$ cat config.mk
export PLATFORM = sky130hd
export DESIGN_NAME = frpe_seq
export DESIGN_NICKNAME = d
export VERILOG_FILES = /design/src/frpe_pkg.sv /design/src/frpe_fifo.sv /design/src/frpe_tick_div.sv /design/src/frpe_seq.sv
export VERILOG_INCLUDE_DIRS = /design/src
export SDC_FILE = /design/constraint.sdc
export NUM_CORES = 1
export LEC_CHECK = 0
export BUFFER_PORTS_ARGS = -buffer_cell sky130_fd_sc_hd__buf_2
export CORE_UTILIZATION = 46
export DETAILED_ROUTE_END_ITERATION = 7
export GPL_TIMING_DRIVEN = 1
export PLACE_DENSITY = 0.73
export SYNTH_ARGS = -nofsm -noshare
export SYNTH_HDL_FRONTEND = slang
export SYNTH_SLANG_ARGS = --single-unit
$ cat constraint.sdc
create_clock -name clock -period 9.3 [get_ports clock]
set_clock_uncertainty 0.05 [all_clocks]
set_input_delay 0.465 -clock clock [delete_from_list [all_inputs] [get_ports clock]]
set_output_delay 0.465 -clock clock [all_outputs]
set_load 0.01 [all_outputs]
$ cat src/frpe_consts.svh
// Timing, geometry and field constants for the flash range program/erase sequencer
`ifndef FRPE_CONSTS_SVH
`define FRPE_CONSTS_SVH

// ----------------------------------------------------------------
// Clock and bus-cycle rate
// ----------------------------------------------------------------
`define FRPE_CLK_MHZ 40
`define FRPE_BUS_DIV 5
`define FRPE_SPEED_PER_MHZ 4

// ----------------------------------------------------------------
// Program pulse timing, in bus cycles
// ----------------------------------------------------------------
`define FRPE_PROG_CASE1_SPEED 8'h04
`define FRPE_PROG_CASE1_CYC 12'h026
`define FRPE_PROG_MULT 8
`define FRPE_PROG_ADD 12'h005

// ----------------------------------------------------------------
// Erase timing: window in microseconds, target inside the window
// ----------------------------------------------------------------
`define FRPE_ERASE_MIN_US 4000
`define FRPE_ERASE_MAX_US 5500
`define FRPE_ERASE_TARGET_US 4800

// ----------------------------------------------------------------
// Watchdog service timing, in bus cycles
// ----------------------------------------------------------------
`define FRPE_WD_PROG_FIRST 16'h002a
`define FRPE_WD_ERASE_BASE 16'h0033
`define FRPE_WD_ERASE_MULT 3
`define FRPE_WD_PERIOD 16'h0400

// ----------------------------------------------------------------
// Array geometry
// ----------------------------------------------------------------
`define FRPE_ROW_BYTES 32
`define FRPE_PAGE_MASK 16'hffc0
`define FRPE_FIFO_DEPTH 4

`endif

$ cat src/frpe_pkg.sv
// Types shared by the flash range program/erase sequencer
package frpe_pkg;

  // ----------------------------------------------------------------
  // Request kinds and sequencer states
  // ----------------------------------------------------------------
  typedef enum logic [0:0] {
    FRPE_OP_PROGRAM = 1'b0,
    FRPE_OP_ERASE = 1'b1
  } frpe_op_type;

  typedef enum logic [2:0] {
    FRPE_ST_IDLE = 3'b000,
    FRPE_ST_WAIT_DATA = 3'b001,
    FRPE_ST_PROG = 3'b010,
    FRPE_ST_ERASE = 3'b011,
    FRPE_ST_DONE = 3'b100
  } frpe_state_type;

  // ----------------------------------------------------------------
  // Request carried from the caller
  // ----------------------------------------------------------------
  typedef struct packed {
    frpe_op_type op;
    logic [15:0] index_addr;
    logic [15:0] last_addr;
    logic [7:0] speed_code;
  } frpe_req_type;

  // ----------------------------------------------------------------
  // Commands driven toward the flash array
  // ----------------------------------------------------------------
  typedef struct packed {
    logic [15:0] addr;
    logic [7:0] wdata;
    logic prog;
    logic erase_page;
    logic erase_mass;
  } frpe_flash_type;

endpackage

$ cat src/frpe_fifo.sv
// Small valid/ready FIFO holding write-buffer bytes
`timescale 1ns/100ps
module frpe_fifo #(
  parameter int WIDTH = 8,
  parameter int DEPTH = 4
) (
  // Clock and reset
  input wire logic clock,
  input wire logic rst_n,
  // Fill side
  input wire logic in_valid,
  output logic in_ready,
  input wire logic [WIDTH-1:0] in_data,
  // Drain side
  output logic out_valid,
  input wire logic out_ready,
  output logic [WIDTH-1:0] out_data
);

  localparam int AW = (DEPTH > 1) ? $clog2(DEPTH) : 1;

  logic [WIDTH-1:0] mem_q [DEPTH];
  logic [AW-1:0] wr_ptr_q;
  logic [AW-1:0] rd_ptr_q;
  logic [AW:0] count_q;
  logic push;
  logic pop;

  // Honest full and empty straight from the occupancy count
  assign in_ready = (count_q != AW'(0) + (AW+1)'(DEPTH)) ;
  assign out_valid = (count_q != '0);
  assign push = in_valid && in_ready;
  assign pop = out_valid && out_ready;
  assign out_data = mem_q[rd_ptr_q];

  // Storage written on push only
  always_ff @(posedge clock) begin
    if (push) begin
      mem_q[wr_ptr_q] <= in_data;
    end
  end

  // Pointers wrap at the depth, which need not be a power of two
  always_ff @(posedge clock or negedge rst_n) begin
    if (!rst_n) begin
      wr_ptr_q <= '0;
      rd_ptr_q <= '0;
      count_q <= '0;
    end else begin
      if (push) begin
        wr_ptr_q <= (wr_ptr_q == AW'(DEPTH - 1)) ? '0 : wr_ptr_q + AW'(1);
      end
      if (pop) begin
        rd_ptr_q <= (rd_ptr_q == AW'(DEPTH - 1)) ? '0 : rd_ptr_q + AW'(1);
      end
      if (push && !pop) begin
        count_q <= count_q + (AW+1)'(1);
      end else if (pop && !push) begin
        count_q <= count_q - (AW+1)'(1);
      end
    end
  end

endmodule // frpe_fifo

$ cat src/frpe_tick_div.sv
// Divider producing the one-cycle bus-cycle enable
`timescale 1ns/100ps
module frpe_tick_div #(
  parameter int DIV = 5
) (
  // Clock and reset
  input wire logic clock,
  input wire logic rst_n,
  // Enable output
  output logic tick
);

  localparam int CW = (DIV > 1) ? $clog2(DIV) : 1;

  logic [CW-1:0] cnt_q;

  // Free-running count so bus cycles stay evenly spaced
  always_ff @(posedge clock or negedge rst_n) begin
    if (!rst_n) begin
      cnt_q <= '0;
    end else if (cnt_q == CW'(DIV - 1)) begin
      cnt_q <= '0;
    end else begin
      cnt_q <= cnt_q + CW'(1);
    end
  end

  assign tick = (cnt_q == CW'(DIV - 1));

endmodule // frpe_tick_div

$ cat src/frpe_seq.sv
// Flash range program and page/array erase sequencer
`include "frpe_consts.svh"
`timescale 1ns/100ps

// Function
// - On program completion the index holds the address after the last byte.
// - Program accepts a full 32-byte row or any shorter range from the buffer.
// - Erase clears one 64-byte page or the entire array.
// - Block-protect register address selects array erase; other addresses erase their page.
// - Erase timing is correct from 1.0 MHz to 8.0 MHz operating frequency.
// - Page and array erase are both held between 4 ms and 5.5 ms.
// - Interrupt mask is set during erase and restored to its entry value.
// - Erase services the watchdog first at 51 plus three times speed code cycles.
// - Erase of protected locations fails and leaves their contents intact.
// - Test high voltage on the interrupt pin bypasses block protection.
// - With protection off or test high voltage present, array erase via block-protect address erases everything.
// - Program with watchdog enabled services it first at 42 bus cycles.
module frpe_seq #(
  parameter int BUS_DIV = `FRPE_BUS_DIV,
  parameter int ERASE_US = `FRPE_ERASE_TARGET_US,
  parameter int FIFO_DEPTH = `FRPE_FIFO_DEPTH
) (
  // Clock and reset
  input wire logic clock,
  input wire logic rst_n,
  // Request from the caller
  input wire logic req_valid,
  output logic req_ready,
  input wire frpe_pkg::frpe_req_type req,
  // Write-buffer byte stream
  input wire logic wbuf_valid,
  output logic wbuf_ready,
  input wire logic [7:0] wbuf_data,
  // Protection and environment
  input wire logic [15:0] block_protect_register,
  input wire logic protect_en,
  input wire logic [15:0] protect_start,
  input wire logic test_high_voltage,
  input wire logic watchdog_en,
  input wire logic int_mask_in,
  // Flash array command
  output frpe_pkg::frpe_flash_type flash,
  // Results to the caller
  output logic int_mask_out,
  output logic watchdog_service,
  output logic [15:0] index_out,
  output logic erase_refused,
  output logic done
);

  // ----------------------------------------------------------------
  // Declarations
  // ----------------------------------------------------------------
  localparam int ERASE_PER_CODE = ERASE_US / `FRPE_SPEED_PER_MHZ;

  frpe_pkg::frpe_state_type state_q;
  frpe_pkg::frpe_op_type op_q;
  logic bus_tick;
  logic fifo_valid;
  logic fifo_pop;
  logic [7:0] fifo_data;
  logic [15:0] index_q;
  logic [15:0] last_q;
  logic [7:0] speed_q;
  logic [23:0] timer_q;
  logic [11:0] prog_len;
  logic [23:0] erase_len;
  logic is_mass;
  logic blocked;
  logic wd_active_q;
  logic [15:0] wd_cnt_q;
  logic [15:0] wd_first_q;
  logic wd_seen_first_q;
  logic [15:0] wd_target;
  logic accept;

  // ----------------------------------------------------------------
  // Bus-cycle enable and write buffer
  // ----------------------------------------------------------------
  frpe_tick_div #(
    .DIV(BUS_DIV)
  ) u_tick (
    .clock(clock),
    .rst_n(rst_n),
    .tick(bus_tick)
  );

  // Buffer stalls the source only when all FIFO_DEPTH entries are full
  frpe_fifo #(
    .WIDTH(8),
    .DEPTH(FIFO_DEPTH)
  ) u_fifo (
    .clock(clock),
    .rst_n(rst_n),
    .in_valid(wbuf_valid),
    .in_ready(wbuf_ready),
    .in_data(wbuf_data),
    .out_valid(fifo_valid),
    .out_ready(fifo_pop),
    .out_data(fifo_data)
  );

  // ----------------------------------------------------------------
  // Request decode
  // ----------------------------------------------------------------
  assign req_ready = (state_q == frpe_pkg::FRPE_ST_IDLE);
  assign accept = req_valid && req_ready;
  assign fifo_pop = (state_q == frpe_pkg::FRPE_ST_WAIT_DATA) && fifo_valid;

  // Program pulse length follows the speed code, with a floor at the slowest case
  always_comb begin
    if (speed_q <= `FRPE_PROG_CASE1_SPEED) begin
      prog_len = `FRPE_PROG_CASE1_CYC;
    end else begin
      prog_len = 12'(speed_q * `FRPE_PROG_MULT) + `FRPE_PROG_ADD;
    end
  end

  // Erase hold scales with the code so wall time stays inside the window
  assign erase_len = 24'(ERASE_PER_CODE) * 24'(speed_q);

  // Array erase when the index names the block-protect register
  assign is_mass = (index_q == block_protect_register);

  // Protection check, bypassed by the test high voltage
  always_comb begin
    if (test_high_voltage || !protect_en) begin
      blocked = 1'b0;
    end else if (is_mass) begin
      blocked = 1'b1;
    end else begin
      blocked = ((index_q & `FRPE_PAGE_MASK) >= (protect_start & `FRPE_PAGE_MASK));
    end
  end

  // ----------------------------------------------------------------
  // Sequencer state
  // ----------------------------------------------------------------
  // One byte per pass keeps watchdog service independent of range size
  always_ff @(posedge clock or negedge rst_n) begin
    if (!rst_n) begin
      state_q <= frpe_pkg::FRPE_ST_IDLE;
      timer_q <= '0;
    end else begin
      case (state_q)
        frpe_pkg::FRPE_ST_IDLE: begin
          if (accept) begin
            state_q <= (req.op == frpe_pkg::FRPE_OP_PROGRAM) ?
                       frpe_pkg::FRPE_ST_WAIT_DATA : frpe_pkg::FRPE_ST_ERASE;
            timer_q <= '0;
          end
        end
        frpe_pkg::FRPE_ST_WAIT_DATA: begin
          if (fifo_valid) begin
            state_q <= frpe_pkg::FRPE_ST_PROG;
            timer_q <= '0;
          end
        end
        frpe_pkg::FRPE_ST_PROG: begin
          if (bus_tick) begin
            if (timer_q == 24'(prog_len) - 24'h000001) begin
              timer_q <= '0;
              state_q <= (index_q == last_q) ?
                         frpe_pkg::FRPE_ST_DONE : frpe_pkg::FRPE_ST_WAIT_DATA;
            end else begin
              timer_q <= timer_q + 24'h000001;
            end
          end
        end
        frpe_pkg::FRPE_ST_ERASE: begin
          if (blocked) begin
            state_q <= frpe_pkg::FRPE_ST_DONE;
          end else if (bus_tick) begin
            if (timer_q == erase_len - 24'h000001) begin
              state_q <= frpe_pkg::FRPE_ST_DONE;
            end else begin
              timer_q <= timer_q + 24'h000001;
            end
          end
        end
        frpe_pkg::FRPE_ST_DONE: begin
          state_q <= frpe_pkg::FRPE_ST_IDLE;
        end
        default: begin
          state_q <= frpe_pkg::FRPE_ST_IDLE;
        end
      endcase
    end
  end

  // ----------------------------------------------------------------
  // Request parameters and index advance
  // ----------------------------------------------------------------
  always_ff @(posedge clock or negedge rst_n) begin
    if (!rst_n) begin
      op_q <= frpe_pkg::FRPE_OP_PROGRAM;
      index_q <= '0;
      last_q <= '0;
      speed_q <= '0;
    end else if (accept) begin
      op_q <= req.op;
      index_q <= req.index_addr;
      last_q <= req.last_addr;
      speed_q <= req.speed_code;
    end else if (state_q == frpe_pkg::FRPE_ST_PROG && bus_tick &&
                 timer_q == 24'(prog_len) - 24'h000001) begin
      index_q <= index_q + 16'h0001;
    end
  end

  // ----------------------------------------------------------------
  // Flash array command outputs
  // ----------------------------------------------------------------
  always_ff @(posedge clock or negedge rst_n) begin
    if (!rst_n) begin
      flash <= '0;
    end else begin
      flash.prog <= 1'b0;
      flash.erase_page <= 1'b0;
      flash.erase_mass <= 1'b0;
      if (fifo_pop) begin
        flash.addr <= index_q;
        flash.wdata <= fifo_data;
      end
      if (state_q == frpe_pkg::FRPE_ST_PROG) begin
        flash.prog <= !(bus_tick && timer_q == 24'(prog_len) - 24'h000001);
      end
      if (state_q == frpe_pkg::FRPE_ST_ERASE && !blocked) begin
        flash.addr <= index_q & `FRPE_PAGE_MASK;
        flash.erase_page <= !is_mass && !(bus_tick && timer_q == erase_len - 24'h000001);
        flash.erase_mass <= is_mass && !(bus_tick && timer_q == erase_len - 24'h000001);
      end
    end
  end

  // ----------------------------------------------------------------
  // Interrupt mask
  // ----------------------------------------------------------------
  // Mask forced on while busy; idle hands the caller's own bit back untouched
  assign int_mask_out = (state_q == frpe_pkg::FRPE_ST_IDLE) ? int_mask_in : 1'b1;

  // ----------------------------------------------------------------
  // Watchdog service, counted in bus cycles from the call
  // ----------------------------------------------------------------
  assign wd_target = wd_seen_first_q ? `FRPE_WD_PERIOD : wd_first_q;

  always_ff @(posedge clock or negedge rst_n) begin
    if (!rst_n) begin
      wd_active_q <= 1'b0;
      wd_cnt_q <= '0;
      wd_first_q <= '0;
      wd_seen_first_q <= 1'b0;
      watchdog_service <= 1'b0;
    end else begin
      watchdog_service <= 1'b0;
      if (accept) begin
        wd_cnt_q <= '0;
        wd_seen_first_q <= 1'b0;
        if (req.op == frpe_pkg::FRPE_OP_ERASE) begin
          wd_active_q <= 1'b1;
          wd_first_q <= `FRPE_WD_ERASE_BASE + 16'(req.speed_code * `FRPE_WD_ERASE_MULT);
        end else begin
          wd_active_q <= watchdog_en;
          wd_first_q <= `FRPE_WD_PROG_FIRST;
        end
      end else if (state_q == frpe_pkg::FRPE_ST_DONE) begin
        wd_active_q <= 1'b0;
      end else if (wd_active_q && bus_tick) begin
        if (wd_cnt_q == wd_target - 16'h0001) begin
          wd_cnt_q <= '0;
          wd_seen_first_q <= 1'b1;
          watchdog_service <= 1'b1;
        end else begin
          wd_cnt_q <= wd_cnt_q + 16'h0001;
        end
      end
    end
  end

  // ----------------------------------------------------------------
  // Completion and results
  // ----------------------------------------------------------------
  always_ff @(posedge clock or negedge rst_n) begin
    if (!rst_n) begin
      done <= 1'b0;
      erase_refused <= 1'b0;
      index_out <= '0;
    end else begin
      done <= (state_q == frpe_pkg::FRPE_ST_DONE);
      if (state_q == frpe_pkg::FRPE_ST_DONE) begin
        index_out <= index_q;
        erase_refused <= (op_q == frpe_pkg::FRPE_OP_ERASE) && blocked;
      end
    end
  end

endmodule // frpe_seq

# After elaboration in Yosys (flattened, before gate mapping)
# Memories as Yosys holds them, arrays and structs flattened.
# Cells that the tools add are included.
# word_totals
inputBits	89
memories	1
register_bits	158
ram_bits	32
word_cells	152
out_inout_bits	49
# mem_list
name	words	width	read_ports	rd_ports_with_merged_regs	wr	line_no	source
u_fifo.mem_q	4	8	1	0	1	frpe_fifo.sv:22	logic [WIDTH-1:0] mem_q [DEPTH];
# classes
reduce_logical	36
n_mul	2
add_sub_neg	13
n_lt_le_gt_ge	2
mux	52
n_eq_ne	23
# op_table
cell	n
$mux 24	8
$mux 16	8
$pmux 24 s4	1
$eq 16x16->1	3
$eq 24x24->1	2
$mux 3	11
$add 16x1->16 const B	2
$add 24x1->24 const B	1
$sub 19x1->20 const B	1
$mux 1	17
$ge 16x16->1	1
$sub 16x1->16 const B	1
$logic_and 1x1->1	15
$mul 7x8->15 const A	1
$ne 2x2->1 const B	7
$sub 12x1->13 const B	1
$add 11x3->12 const B	1
$mux 12	1
$pmux 3 s4	1
$reduce_bool 2->1	6
$add 6x10->11 const A	1
$mux 11	1
$mul 8x2->10 const B	1
$ne 3x3->1 const B	3
19 further kinds	33

# Depth between registers and ports, before layout
# Gate-level depths: netlist of the first run.
# depth
ltp_word	7
depth_mapped	18
mapped_depth_nobuf	17

# By module
# A second synthesis of the first run with hierarchy kept.
# unflattened
hier_cells	1210
area_unflattened_um2	11519.8
# by_module_without_submodules
mod	cells_per_inst	area_each_um2	n_inst	seq_area_each_um2
frpe_seq	1120	9784.4	1	3553.4
frpe_fifo	79	1599.0	1	1136.1
frpe_tick_div	11	136.4	1	75.1

# Least setup slack after synthesis of the first run
# Ideal clock, no wire load.
# synth_path
path_kind	reg2reg
start	reg speed_q[6]
end	reg timer_q[12]
n_path_buf	1
required_ns	9.130
arrival_time_ns	4.954
setup_ns	0.120
synth_period_minus_slack_ns	5.124
slack_ns	4.176
path_stages_with_launch	19
path_cell_list	dfrtp_1 > ha_1 > ha_1 > inv_1 > fa_1 > inv_1 > fa_1 > ha_1 > a21oi_1 > o211ai_1 > a221o_1 > or3_2 > or3_1 > nor3_1 > mux2i_1 > o2111ai_1 > a21o_2 > buf_6 > a41o_1
# synth_between
elab_chain_len	7
elab_cells_between_ends	13
classes_between	add/sub (3); mul (1); order compare (1); eq/ne (3); mux (4); reduce/logical (1)
# synth_rtl
element	line_no	source
from (decl)	frpe_seq.sv:64	logic [7:0] speed_q;
from (signal assigned)	frpe_seq.sv:204	speed_q <= req.speed_code;
branches (longest 7 deep; another with $sub 19x1->20)	--	
to (signal assigned)	frpe_seq.sv:166	timer_q <= timer_q + 24'h000001;
to (signal assigned)	frpe_seq.sv:177	timer_q <= timer_q + 24'h000001;
to (decl)	frpe_seq.sv:65	logic [23:0] timer_q;
# Several ways; the timed one is not identified. The select of a mux whose other input is x is not followed.
# A chain may end at the register's enable or synchronous reset.

# Worst setup path in the final report of the first run
# layout_path
start	reg speed_q[6]
end	reg timer_q[10]
# The elaborated chain is that of the path after synthesis.

==> summary.md, run 1 <==
| Metric | Value |
|---|---|
| Hold Crit Class | `primary input to async pin` |
| Reg clk slew, reported paths | `0.08 ns` |
| Max_cap viols | `0` |
| Initial antenna violation count | `7` |
| FF-to-FF Start | `speed_q[6]` |
| First-pass GRT wire length | `49800 um` |
| Power per cell area | `435 mW/mm2` |
| P_int | `3.04 mW` |
| Site Rows | `58` |
| P_sw | `2.84 mW` |
| Share of cells above drive strength 1 | `16.6%` |
| #FFs+latches synth | `184` |
| Ys Warns | `0` |
| Net count, final | `1565` |
| GRT Overall Usage | `23.6%` |
| CP arrival | `6.18 ns` |
| # clock sinks | `184` |
| Crit Path Class | `register to register` |
| Sequential share of the synthesized area | `39.6%` |
| Tmin final | `5.91 ns` |
| CTS root buffer | `clkbuf_16` |
| Dpl hpwl | `21800 um` |
| Top FF cell, synth | `dfrtp_1` |
| # IOs | `138` |
| Status | `finished clean` |
| Die H | `164 um` |
| TritonRoute pass-1 iters | `5` |
| Final antenna-violating net count | `0` |
| Vias | `9920` |
| Final Non-Filler Cells | `1740` |
| Area Overhead vs Synth | `12.1%` |
| Clock Latency Late Sink | `0.43 ns` |
| Asr flop ratio synth | `82.6%` |
| Worst R2R End | `timer_q[10]` |
| Worst Setup Start Kind | `register` |
| Max_slew headroom | `40.1%` |
| Total die area | `0.0268 mm2` |
| Final WL | `30400 um` |
| RSZ-0062 raised after global routing | `no` |
| Number of remaining DRC errors | `0` |
| Tcrit/Tclk final | `63.6%` |
| Synthesized net count | `1470` |
| Yosys cell types | `93` |
| Mapped Cells | `1298` |
| Worst Path Max Fanout | `24` |
| Initial DRC Count | `432` |
| Total CTS buffers | `17` |
| Part of the power in registers | `24.2%` |
| Placed insts | `1704` |
| Fin area | `0.0135 mm2` |
| Post_cts resized | `0` |
| R2R depth | `17` |
| Most frequent cells in the layout | `nand2_1, dfrtp_1, buf_2` |
| Post-CTS Hold Buffers | `0` |
| Die width | `164 um` |
| # port buffers | `131` |
| Commonest non-fill, non-tap cell in the layout | `nand2_1` |
| Sw frac | `48.2%` |
| CORE AREA | `0.0254 mm2` |
| Fin. Hold Viols | `0` |
| CTS tree | `yes` |
| Initial Util | `47.4%` |
| Vias per inst | `5.70` |
| Number of global-route vias before repair | `9955` |
| Avg Synthesized Cell Area | `9.28 um2` |
| WL per Instance | `17.5 um` |
| CTS max path bufs | `2` |
| H-tree depth | `4` |
| Postcts setup bufs | `0` |
| CP Capture Type | `register` |
| Final Setup Violations | `0` |
| Clk pwr share | `12.7%` |
| Fmax | `0.169 GHz` |
| Max IR drop VDD | `386 uV` |
| Final GP Congestion | `0.879` |
| Cell Area, Synth | `0.0120 mm2` |
| Tightest Pin Transition | `0.895 ns` |
| Grt ovf | `0` |
| Leak | `6.26 nW` |
| Setup_tns | `0 ns` |
| Required @ worst endpoint | `9.57 ns` |
| Number of flops mapped to enable cells by yosys | `32` |
| Gate power share | `63.1%` |
| Final core area utilization | `53.2%` |
| Cell Area, Placed | `0.0129 mm2` |
| R2R Setup Slk | `3.39 ns` |
| Max Slew Vio Count | `0` |
| Largest net degree at the start of global routing | `84` |
## worst max-delay path by stage
stage	start	endpoint	slack [ns]	cells after the start
after floorplan	speed_q[6]	timer_q[12]	4.18	18
after global placement	speed_q[6]	timer_q[10]	3.49	17
after detailed placement	speed_q[6]	timer_q[10]	3.40	17
after CTS	speed_q[6]	timer_q[10]	3.38	17
after global routing	speed_q[6]	state_q[2]	3.01	18
final	speed_q[6]	timer_q[10]	3.39	17
## worst max-delay path, stage by stage (launching register included)
cell       delay, ns
dfrtp_1         0.58
ha_1            0.31
ha_1            0.27
inv_1           0.06
fa_1            0.55
inv_1           0.06
fa_1            0.46
ha_1            0.28
a21oi_1         0.29
o211ai_1        0.17
a221o_1         0.37
or3_2           0.48
or3_1           0.33
nor3_1          0.22
mux2i_1         0.29
o2111ai_1       0.24
a21o_2          0.44
a41o_2          0.34
## through the flow
| step | power (mW) | setup WS [ns] | hold slack (ns) |
|---|---|---|---|
| after CTS | 5.89 | 3.38 | 0.0778 |
| final | 5.88 | 3.39 | 0.0355 |
| after detailed placement | 5.11 | 3.40 | 0.407 |
| after floorplan | 4.29 | 4.18 | 0.119 |
| after global placement | 4.98 | 3.49 | 0.399 |
| after global routing | 6.39 | 3.01 | 0.107 |
## cell type report
type                       instances  area, um2
timing repair buffer             141        737
sequential                       184       4760
inverter                          75        282
antenna                            4       10.0
fill                            2324      11900
clock buffer                      17        425
tap                              330        413
clock inverter                    15        193
multi-input combinational        974       6680
## power groups by stage
stage / Clock, mW / Sequential (mW) / Combinational [mW]
after floorplan: 0 / 1.29 / 3.00
after global routing: 0.788 / 1.46 / 4.14
after global placement: 0 / 1.42 / 3.56
after CTS: 0.758 / 1.42 / 3.71
after detailed placement: 0 / 1.43 / 3.68
final: 0.746 / 1.42 / 3.71
## synthesized netlist by cell type (all sizes together), types with 3 or more instances
master | n | area, um2
nand3 | 41 | 205
nor2b | 12 | 75.1
nor3 | 26 | 135
a311oi | 9 | 78.8
or3 | 8 | 51.3
ha | 75 | 938
a211oi | 8 | 77.6
clkbuf | 49 | 184
mux2 | 18 | 203
or4 | 6 | 45.0
o2111ai | 8 | 76.3
a31oi | 18 | 113
a31o | 14 | 123
and3 | 25 | 158
fa | 8 | 160
a21oi | 34 | 170
nor4b | 4 | 35.0
nand2 | 213 | 800
buf | 15 | 141
inv | 75 | 282
mux2i | 12 | 120
mux4 | 8 | 180
a211o | 5 | 45.0
and4 | 4 | 35.0
and2 | 11 | 70.1
dfrtp | 152 | 3800
a41o | 10 | 101
or2 | 8 | 50.1
edfxtp | 32 | 961
a2111oi | 4 | 48.8
nor4 | 18 | 113
nor2 | 69 | 259
nand2b | 20 | 125
xor2 | 41 | 359
nand4 | 15 | 93.8
xnor2 | 62 | 551
o21ai | 88 | 444
o21a | 4 | 30.0
o211a | 3 | 30.0
or2b | 3 | 25.0
o211ai | 6 | 45.0
and2b | 3 | 23.8
a21o | 19 | 144
## flip-flops by register name (all words and copies together) (netlist names), 2 cells and up
| signal | count |
|---|---|
| u_fifo.mem_q | 32 |
| flash | 27 |
| timer_q | 24 |
| index_out | 16 |
| index_q | 16 |
| last_q | 16 |
| wd_cnt_q | 16 |
| wd_first_q | 10 |
| speed_q | 8 |
| state_q | 3 |
| u_fifo.count_q | 3 |
| u_tick.cnt_q | 3 |
| u_fifo.rd_ptr_q | 2 |
| u_fifo.wr_ptr_q | 2 |
## cell families (layout without fill, tap and decap cells)
kind of cell	count (synthesis)	in the layout	share of synthesized area (%)
multiplexers	38	38	4.18
other	0	4	0
flip-flops	184	184	39.6
AND/OR/NAND/NOR	492	492	19.5
buffers and inverters	140	248	5.12
adder cells (fa/ha/maj)	83	83	9.12
XOR/XNOR	105	105	7.94
AO/OA/AOI/OAI	256	256	14.6
## metal layers
| metal | global-route usage [%] | share of wire, % | vias up | routed length [um] |
|---|---|---|---|---|
| met3 | 5.93 | 6.5 | 54 | 1990 |
| met1 | 30.5 | 43 | 4816 | 13200 |
| met4 | 8.38 | 2.1 | 4 | 637 |
| li1 | - | - | 4760 | - |
| met2 | 38.4 | 48 | 286 | 14500 |
| met5 | 0 | 0.089 | - | 27 |
Power figures use the tool's default switching activity.
==> inputs of run 2 (changes only) <==
--- a/config.mk
+++ b/config.mk
@@ -6,6 +6,7 @@
 export SDC_FILE = /design/constraint.sdc
 export NUM_CORES = 1
 export LEC_CHECK = 0
+export ABC_AREA = 1
 export BUFFER_PORTS_ARGS = -buffer_cell sky130_fd_sc_hd__buf_2
 export CORE_UTILIZATION = 46
 export DETAILED_ROUTE_END_ITERATION = 7
==> constraint.sdc (replaced) <==
create_clock -name clock -period 5.7 [get_ports clock]
set_clock_uncertainty 0.05 [all_clocks]
set_input_delay 0.285 -clock clock [delete_from_list [all_inputs] [get_ports clock]]
set_output_delay 0.285 -clock clock [all_outputs]
set_load 0.01 [all_outputs]
==> summary.md, run 2 <==
| Metric | Value |
|---|---|
| GRT Overall Usage | `22.2% (was 23.6%)` |
| #FFs+latches synth | `184 (unchanged)` |
| Sequential share of the synthesized area | `39.6% (about the same)` |
| Fin. Hold Viols | `0 (unchanged)` |
| Clock Latency Late Sink | `0.45 ns (was 0.43 ns)` |
| CTS root buffer | `clkbuf_16 (unchanged)` |
| Reg clk slew, reported paths | `0.08 ns (about the same)` |
| Total CTS buffers | `17 (unchanged)` |
| Max IR drop VDD | `358 uV (was 386 uV)` |
| Final WS setup | `0.554 ns (was 3.39 ns)` |
| Dpl hpwl | `21200 um (was 21800 um)` |
| CP Capture Type | `register (unchanged)` |
| Number of flops mapped to enable cells by yosys | `32 (unchanged)` |
| Crit Path Class | `register to register (unchanged)` |
| Multi-input gate area | `0.00631 mm2 (was 0.00668 mm2)` |
| Final Non-Filler Cells | `2047 (was 1740)` |
| Vias per inst | `5.17 (was 5.70)` |
| Total die area | `0.0268 mm2 (about the same)` |
| Initial antenna violation count | `0 (was 7)` |
| Most common cell in the netlist | `nand2_1 (unchanged)` |
| Fmax | `0.194 GHz (was 0.169 GHz)` |
| First-pass GRT wire length | `47800 um (was 49800 um)` |
| Worst Path Max Fanout | `25 (was 24)` |
| RSZ-0062 raised after global routing | `no (unchanged)` |
| Pre-CTS setup slack | `0.595 ns (was 3.40 ns)` |
| Power per cell area | `636 mW/mm2 (was 435 mW/mm2)` |
| Largest register FFs | `32 (unchanged)` |
| Max_cap viols | `0 (unchanged)` |
| Required @ worst endpoint | `6.02 ns (was 9.57 ns)` |
| Asr flop ratio synth | `82.6% (unchanged)` |
| Largest net degree at the start of global routing | `88 (was 84)` |
| Top FF cell, synth | `dfrtp_1 (unchanged)` |
| Mapped Cells | `1575 (was 1298)` |
| Fin Hold WS | `0.0158 ns (was 0.0355 ns)` |
| CTS max path bufs | `2 (unchanged)` |
| Hold Crit Class | `primary input to register (was primary input to async pin)` |
| Max Slew Vio Count | `0 (unchanged)` |
| Top cell type's share of synthesized area | `31.6% (about the same)` |
| Commonest non-fill, non-tap cell in the layout | `nand2_1 (unchanged)` |
| WL per Instance | `14.0 um (was 17.5 um)` |
| Crit path top cell by count | `nand2_1 (was ha_1)` |
| H-tree depth | `4 (unchanged)` |
| Initial DRC Count | `623 (was 432)` |
| TritonRoute pass-1 iters | `5 (unchanged)` |
| # port buffers | `131 (unchanged)` |
| Filler cells | `2357 (was 2324)` |
| Max_slew headroom | `42.7% (was 40.1%)` |
| Biggest regs | `u_fifo.mem_q: 32 flops, flash: 27 flops, timer_q: 24 flops (unchanged)` |
| Total Power | `8.73 mW (was 5.88 mW)` |
| Avg Synthesized Cell Area | `7.65 um2 (was 9.28 um2)` |
| Final WL | `28700 um (was 30400 um)` |
| # IOs | `138 (unchanged)` |
| Final antenna-violating net count | `0 (unchanged)` |
| Ys Warns | `0 (unchanged)` |
| Site Rows | `58 (unchanged)` |
| Synthesized net count | `1747 (was 1470)` |
| Area Overhead vs Synth | `14.0% (was 12.1%)` |
| Number of remaining DRC errors | `0 (unchanged)` |
| # clock sinks | `184 (unchanged)` |
| Slowest-stage cell, CP | `fa_1 (was dfrtp_1)` |
| Yosys cell types | `52 (was 93)` |
| Postcts setup bufs | `0 (unchanged)` |
| Die H | `164 um (about the same)` |
| Vias | `10591 (was 9920)` |
| Tightest Pin Transition | `0.860 ns (was 0.895 ns)` |
| Grt ovf | `0 (unchanged)` |
| Synth area leader | `dfrtp_1 (unchanged)` |
| Share of cells above drive strength 1 | `12.4% (was 16.6%)` |
| Initial Util | `47.4% (about the same)` |
| Cell Area, Synth | `0.0120 mm2 (about the same)` |
| Net count, final | `1874 (was 1565)` |
| Largest register by flop count | `u_fifo.mem_q (unchanged)` |
| Status | `finished clean (unchanged)` |
| Final Setup Violations | `0 (unchanged)` |
| Most frequent cells in the layout | `nand2_1, inv_1, nor2_1 (was nand2_1, dfrtp_1, buf_2)` |
| Critical-path cell list | `ha_1 > ha_1 > inv_1 > fa_1 > inv_1 > fa_1 > ha_1 > nand2_1 > inv_1 > a21oi_1 > nand3b_1 > nand2_1 > nand2_1 > nor2_1 > nand4_1 > nand2_1 > nand2_1 > nor2_1 > nand2_1 > nand2_1 > nand2_2 > nand2_4 > nand2_1 > nand2_1 (was ha_1 > ha_1 > inv_1 > fa_1 > inv_1 > fa_1 > ha_1 > a21oi_1 > o211ai_1 > a221o_1 > or3_2 > or3_1 > nor3_1 > mux2i_1 > o2111ai_1 > a21o_2 > a41o_2)` |
| CTS tree | `yes (unchanged)` |
| Tcrit/Tclk final | `90.3% (was 63.6%)` |
| Setup_tns | `0 ns (unchanged)` |
| Leak | `6.79 nW (was 6.26 nW)` |
| Tmin final | `5.15 ns (was 5.91 ns)` |
| CP peak stage delay | `0.52 ns (was 0.58 ns)` |
| CP arrival | `5.47 ns (was 6.18 ns)` |
| Die width | `164 um (about the same)` |
| Worst Setup Start Kind | `register (unchanged)` |
| Final GP Congestion | `0.890 (was 0.879)` |
| Number of global-route vias before repair | `10137 (was 9955)` |
| Sequential cell area | `0.00476 mm2 (unchanged)` |
| Placed insts | `1998 (was 1704)` |
| Largest cells by area after synthesis | `dfrtp_1, nand2_1, edfxtp_1 (was dfrtp_1, edfxtp_1, ha_1)` |
| Commonest cells in the netlist | `nand2_1, inv_1, nor2_1 (was nand2_1, dfrtp_1, o21ai_0)` |
| CORE AREA | `0.0254 mm2 (unchanged)` |
-- run 2: changes by cell type after synthesis, sizes merged, moves of 17 or more --
| cell | delta |
|---|---|
| mux2 | -17 |
| xnor2 | -26 |
| o21ai | +20 |
| and3 | -25 |
| nand3 | +66 |
| nand2b | -20 |
| nor2 | +128 |
| nand2 | +176 |
| a21o | -19 |
| inv | +124 |
-- run 2: metal layers --
| layer | GRT usage (%) | wire length, um |
|---|---|---|
| met1 | 28.8 | 12800 |
| met2 | 37.8 | 14000 |
| met3 | 3.36 | 1310 |
| met4 | 7.45 | 509 |
| met5 | 0 | 0 |
-- run 2: kinds of logic after synthesis --
kind of cell	synth area share, %
compound gates	9.90
xor+xnor	5.60
fa+ha+maj	9.12
buf+inv	8.02
flops	39.6
mux	0.0935
simple gates	27.7
-- run 2: critical path: cells and delay by family, from the launching register on --
kind | cells | cell delay (ns)
buffers and inverters | 3 | 0.16
adders and majority gates | 5 | 1.97
and+or+nand+nor | 15 | 2.20
DFF | 1 | 0.51
AOI/OAI and AO/OA | 1 | 0.20
-- run 2: area by class of cell --
type | count | area share (%)
Timing Repair Buffer | 154 | 6.35
Antenna cell | 2 | 0.0364
Tap cell | 330 | 3.01
Clock buffer | 17 | 3.10
Multi-Input combinational cell | 1144 | 46.0
Inverter | 201 | 5.49
Sequential cell | 184 | 34.7
Clock inverter | 15 | 1.37
-- run 2: where the power goes --
part	switching, mW	internal (mW)
Sequential	0.423	1.77
Combinational	3.42	1.91
Clock	0.607	0.603
Total	4.45	4.28
-- run 2: worst paths after layout --
path / cells past startpoint / start / slack [ns] / to
min in group asynchronous: 2 / rst_n / 0.41 / flash[23]
worst min register to register: 1 / u_tick.cnt_q[0] / 0.42 / u_tick.cnt_q[0]
worst min-delay path: 1 / wbuf_data[3] / 0.02 / u_fifo.mem_q[3][3]
worst max register to register: 24 / speed_q[4] / 0.55 / timer_q[23]
worst max-delay path: 24 / speed_q[4] / 0.55 / timer_q[23]
max in group asynchronous: 3 / rst_n / 3.76 / speed_q[1]
-- run 2: metrics by stage --
stage | cell area [um2] | util [%]
detailed placement | 13000 | 51.0
global placement | 13000 | 51.0
floorplan | 12000 | -
finish | 13700 | 54.1
CTS | 13700 | 54.0
global route | 13700 | 54.0
-- run 2: timing repair --
item | CTS | global route
resized for setup | 0 | 0
hold buffers | 15 | 0
hold endpoints to repair | 112 | 0
==> inputs of run 3 (changes only) <==
--- a/config.mk
+++ b/config.mk
@@ -12,6 +12,7 @@
 export DETAILED_ROUTE_END_ITERATION = 7
 export GPL_TIMING_DRIVEN = 1
 export PLACE_DENSITY = 0.73
+export REMOVE_ABC_BUFFERS = 1
 export SYNTH_ARGS = -nofsm -noshare
 export SYNTH_HDL_FRONTEND = slang
 export SYNTH_SLANG_ARGS = --single-unit
==> summary.md, run 3 (synthesized netlist as in run 2, its figures left out) <==
| Metric | Value |
|---|---|
| Fin Hold WS | `0.0169 ns (was 0.0158 ns)` |
| Tcrit/Tclk final | `86.7% (was 90.3%)` |
| Final Setup Violations | `0 (unchanged)` |
| # IOs | `138 (unchanged)` |
| Highest routed metal layer | `met4 (unchanged)` |
| Postcts setup bufs | `0 (unchanged)` |
| CP peak stage delay | `0.60 ns (was 0.52 ns)` |
| RSZ-0062 raised after global routing | `no (unchanged)` |
| FF-to-FF Start | `speed_q[6] (was speed_q[4])` |
| Largest net degree at the start of global routing | `85 (was 88)` |
| Tightest Pin Transition | `0.864 ns (was 0.860 ns)` |
| Largest register FFs | `32 (unchanged)` |
| Routed wl met2 | `13700 um (was 14000 um)` |
| Total CTS buffers | `17 (unchanged)` |
| Final core area utilization | `54.1% (about the same)` |
| Largest register by flop count | `u_fifo.mem_q (unchanged)` |
| H-tree depth | `4 (unchanged)` |
| Power per cell area | `636 mW/mm2 (about the same)` |
| Fin. Hold Viols | `0 (unchanged)` |
| Required @ worst endpoint | `5.96 ns (was 6.02 ns)` |
| Max IR drop VDD | `372 uV (was 358 uV)` |
| Ant. Diodes | `0 (was 2)` |
| Total Power | `8.74 mW (was 8.73 mW)` |
| Site Rows | `58 (unchanged)` |
| Commonest non-fill, non-tap cell in the layout | `nand2_1 (unchanged)` |
| Max_slew headroom | `42.4% (was 42.7%)` |
| Setup_tns | `0 ns (unchanged)` |
| WL per Instance | `14.2 um (was 14.0 um)` |
| Final antenna-violating net count | `0 (unchanged)` |
| Max_cap viols | `0 (unchanged)` |
| Reg clk slew, reported paths | `0.08 ns (about the same)` |
| Number of remaining DRC errors | `0 (unchanged)` |
| Most frequent cells in the layout | `nand2_1, inv_1, nor2_1 (unchanged)` |
| Critical-path cell list | `ha_1 > ha_1 > inv_1 > fa_1 > inv_1 > fa_1 > ha_1 > nand2_1 > inv_1 > a21oi_1 > nand3b_1 > nand2_1 > nand2_1 > nor2_1 > nand4_1 > nand2_1 > nand2_1 > nor2_1 > nand2_1 > nand2_1 > nand2_2 > buf_4 > nand3_1 > nand2_1 (was ha_1 > ha_1 > inv_1 > fa_1 > inv_1 > fa_1 > ha_1 > nand2_1 > inv_1 > a21oi_1 > nand3b_1 > nand2_1 > nand2_1 > nor2_1 > nand4_1 > nand2_1 > nand2_1 > nor2_1 > nand2_1 > nand2_1 > nand2_2 > nand2_4 > nand2_1 > nand2_1)` |
| Initial DRC Count | `623 (unchanged)` |
| Slowest-stage cell, CP | `dfrtp_1 (was fa_1)` |
| Setup crit start | `speed_q[6] (was speed_q[4])` |
| Final GP Congestion | `0.882 (was 0.890)` |
| Fmax | `0.202 GHz (was 0.194 GHz)` |
| Total die area | `0.0268 mm2 (unchanged)` |
| Worst Setup Start Kind | `register (unchanged)` |
| First-pass GRT wire length | `48700 um (was 47800 um)` |
| # clock sinks | `184 (unchanged)` |
| Die width | `164 um (unchanged)` |
| Net count, final | `1876 (was 1874)` |
| Hold Crit Class | `primary input to register (unchanged)` |
| Biggest regs | `u_fifo.mem_q: 32 flops, flash: 27 flops, timer_q: 24 flops (unchanged)` |
| Grt ovf | `0 (unchanged)` |
| Top Family by Delay on Critical Path | `adder cells (was simple AND/OR/NAND/NOR gates)` |
| Share of cells above drive strength 1 | `12.3% (was 12.4%)` |
| Crit Path Class | `register to register (unchanged)` |
| Initial antenna violation count | `0 (unchanged)` |
| Tmin final | `4.94 ns (was 5.15 ns)` |
| Worst Path Max Fanout | `13 (was 25)` |
| Leak | `6.79 nW (about the same)` |
| CP Capture Type | `register (unchanged)` |
| Final WL | `29000 um (was 28700 um)` |
| Die H | `164 um (unchanged)` |
| Post_cts resized | `0 (unchanged)` |
| Met1 WL | `13500 um (was 12800 um)` |
| DR WL met3 | `1320 um (was 1310 um)` |
| Filler cells | `2376 (was 2357)` |
| TritonRoute pass-1 iters | `5 (unchanged)` |
| Final WS setup | `0.761 ns (was 0.554 ns)` |
| CTS max path bufs | `2 (unchanged)` |
| R2R Setup Slk | `0.76 ns (was 0.55 ns)` |
| # port buffers | `131 (unchanged)` |
| Area Overhead vs Synth | `14.0% (about the same)` |
| Bufs and invs on worst path | `4 (was 3)` |
| Number of global-route vias before repair | `10262 (was 10137)` |
| Max Slew Vio Count | `0 (unchanged)` |
| Vias per inst | `5.21 (was 5.17)` |
| Hold_sp | `wbuf_data[1] (was wbuf_data[3])` |
| Clock Latency Late Sink | `0.44 ns (was 0.45 ns)` |
| Status | `finished clean (unchanged)` |
| Vias | `10657 (was 10591)` |
| Crit path top cell by count | `nand2_1 (unchanged)` |
| Dpl hpwl | `21400 um (was 21200 um)` |
| Pre-CTS setup slack | `0.790 ns (was 0.595 ns)` |
| CP arrival | `5.20 ns (was 5.47 ns)` |
| CTS tree | `yes (unchanged)` |
| CTS root buffer | `clkbuf_16 (unchanged)` |
| GRT Overall Usage | `22.6% (was 22.2%)` |
| Initial Util | `47.4% (unchanged)` |
| CORE AREA | `0.0254 mm2 (unchanged)` |
-- run 3: report_power, final --
group | internal, mW | total [mW] | switching [mW] | leakage (nW)
clock | 0.595 | 1.20 | 0.608 | 0.290
combinational | 1.91 | 5.34 | 3.43 | 4.28
sequential | 1.76 | 2.20 | 0.431 | 2.22
-- run 3: what timing repair did --
action / 4_1_cts / 5_1_grt
setup endpoints to repair: 0 / 0
hold buffers: 17 / 0
endpoints found under the hold margin: 110 / 0
-- run 3: area by class of cell --
type / count / area, um2 / area share [%]
tap: 330 / 413 / 3.01
inverter: 201 / 754 / 5.49
clock buffer: 17 / 425 / 3.10
multi-input combinational: 1144 / 6310 / 46.0
timing repair buffer: 156 / 892 / 6.50
clock inverter: 15 / 171 / 1.25
sequential: 184 / 4760 / 34.7
-- run 3: routing by layer --
metal | track usage [%] | vias to the layer above
met5 | 0 | -
li1 | - | 5371
met1 | 30.1 | 5015
met3 | 3.71 | 32
met4 | 6.48 | 0
met2 | 37.8 | 239
-- run 3: stage by stage --
stage | instance area, um2 | instances
after floorplan | 11800 | 1529
final | 13700 | 2047
after CTS | 13700 | 2047
after detailed placement | 13000 | 1998
after global placement | 13000 | 1998
after global routing | 13700 | 2047
-- run 3: worst paths after layout --
kind / to / cells past startpoint
max in group asynchronous: timer_q[21] / 3
worst max-delay path: timer_q[11] / 24
worst max register to register: timer_q[11] / 24
min in group asynchronous: speed_q[4] / 2
worst min register to register: u_tick.cnt_q[0] / 1
worst min-delay path: u_fifo.mem_q[3][1] / 1
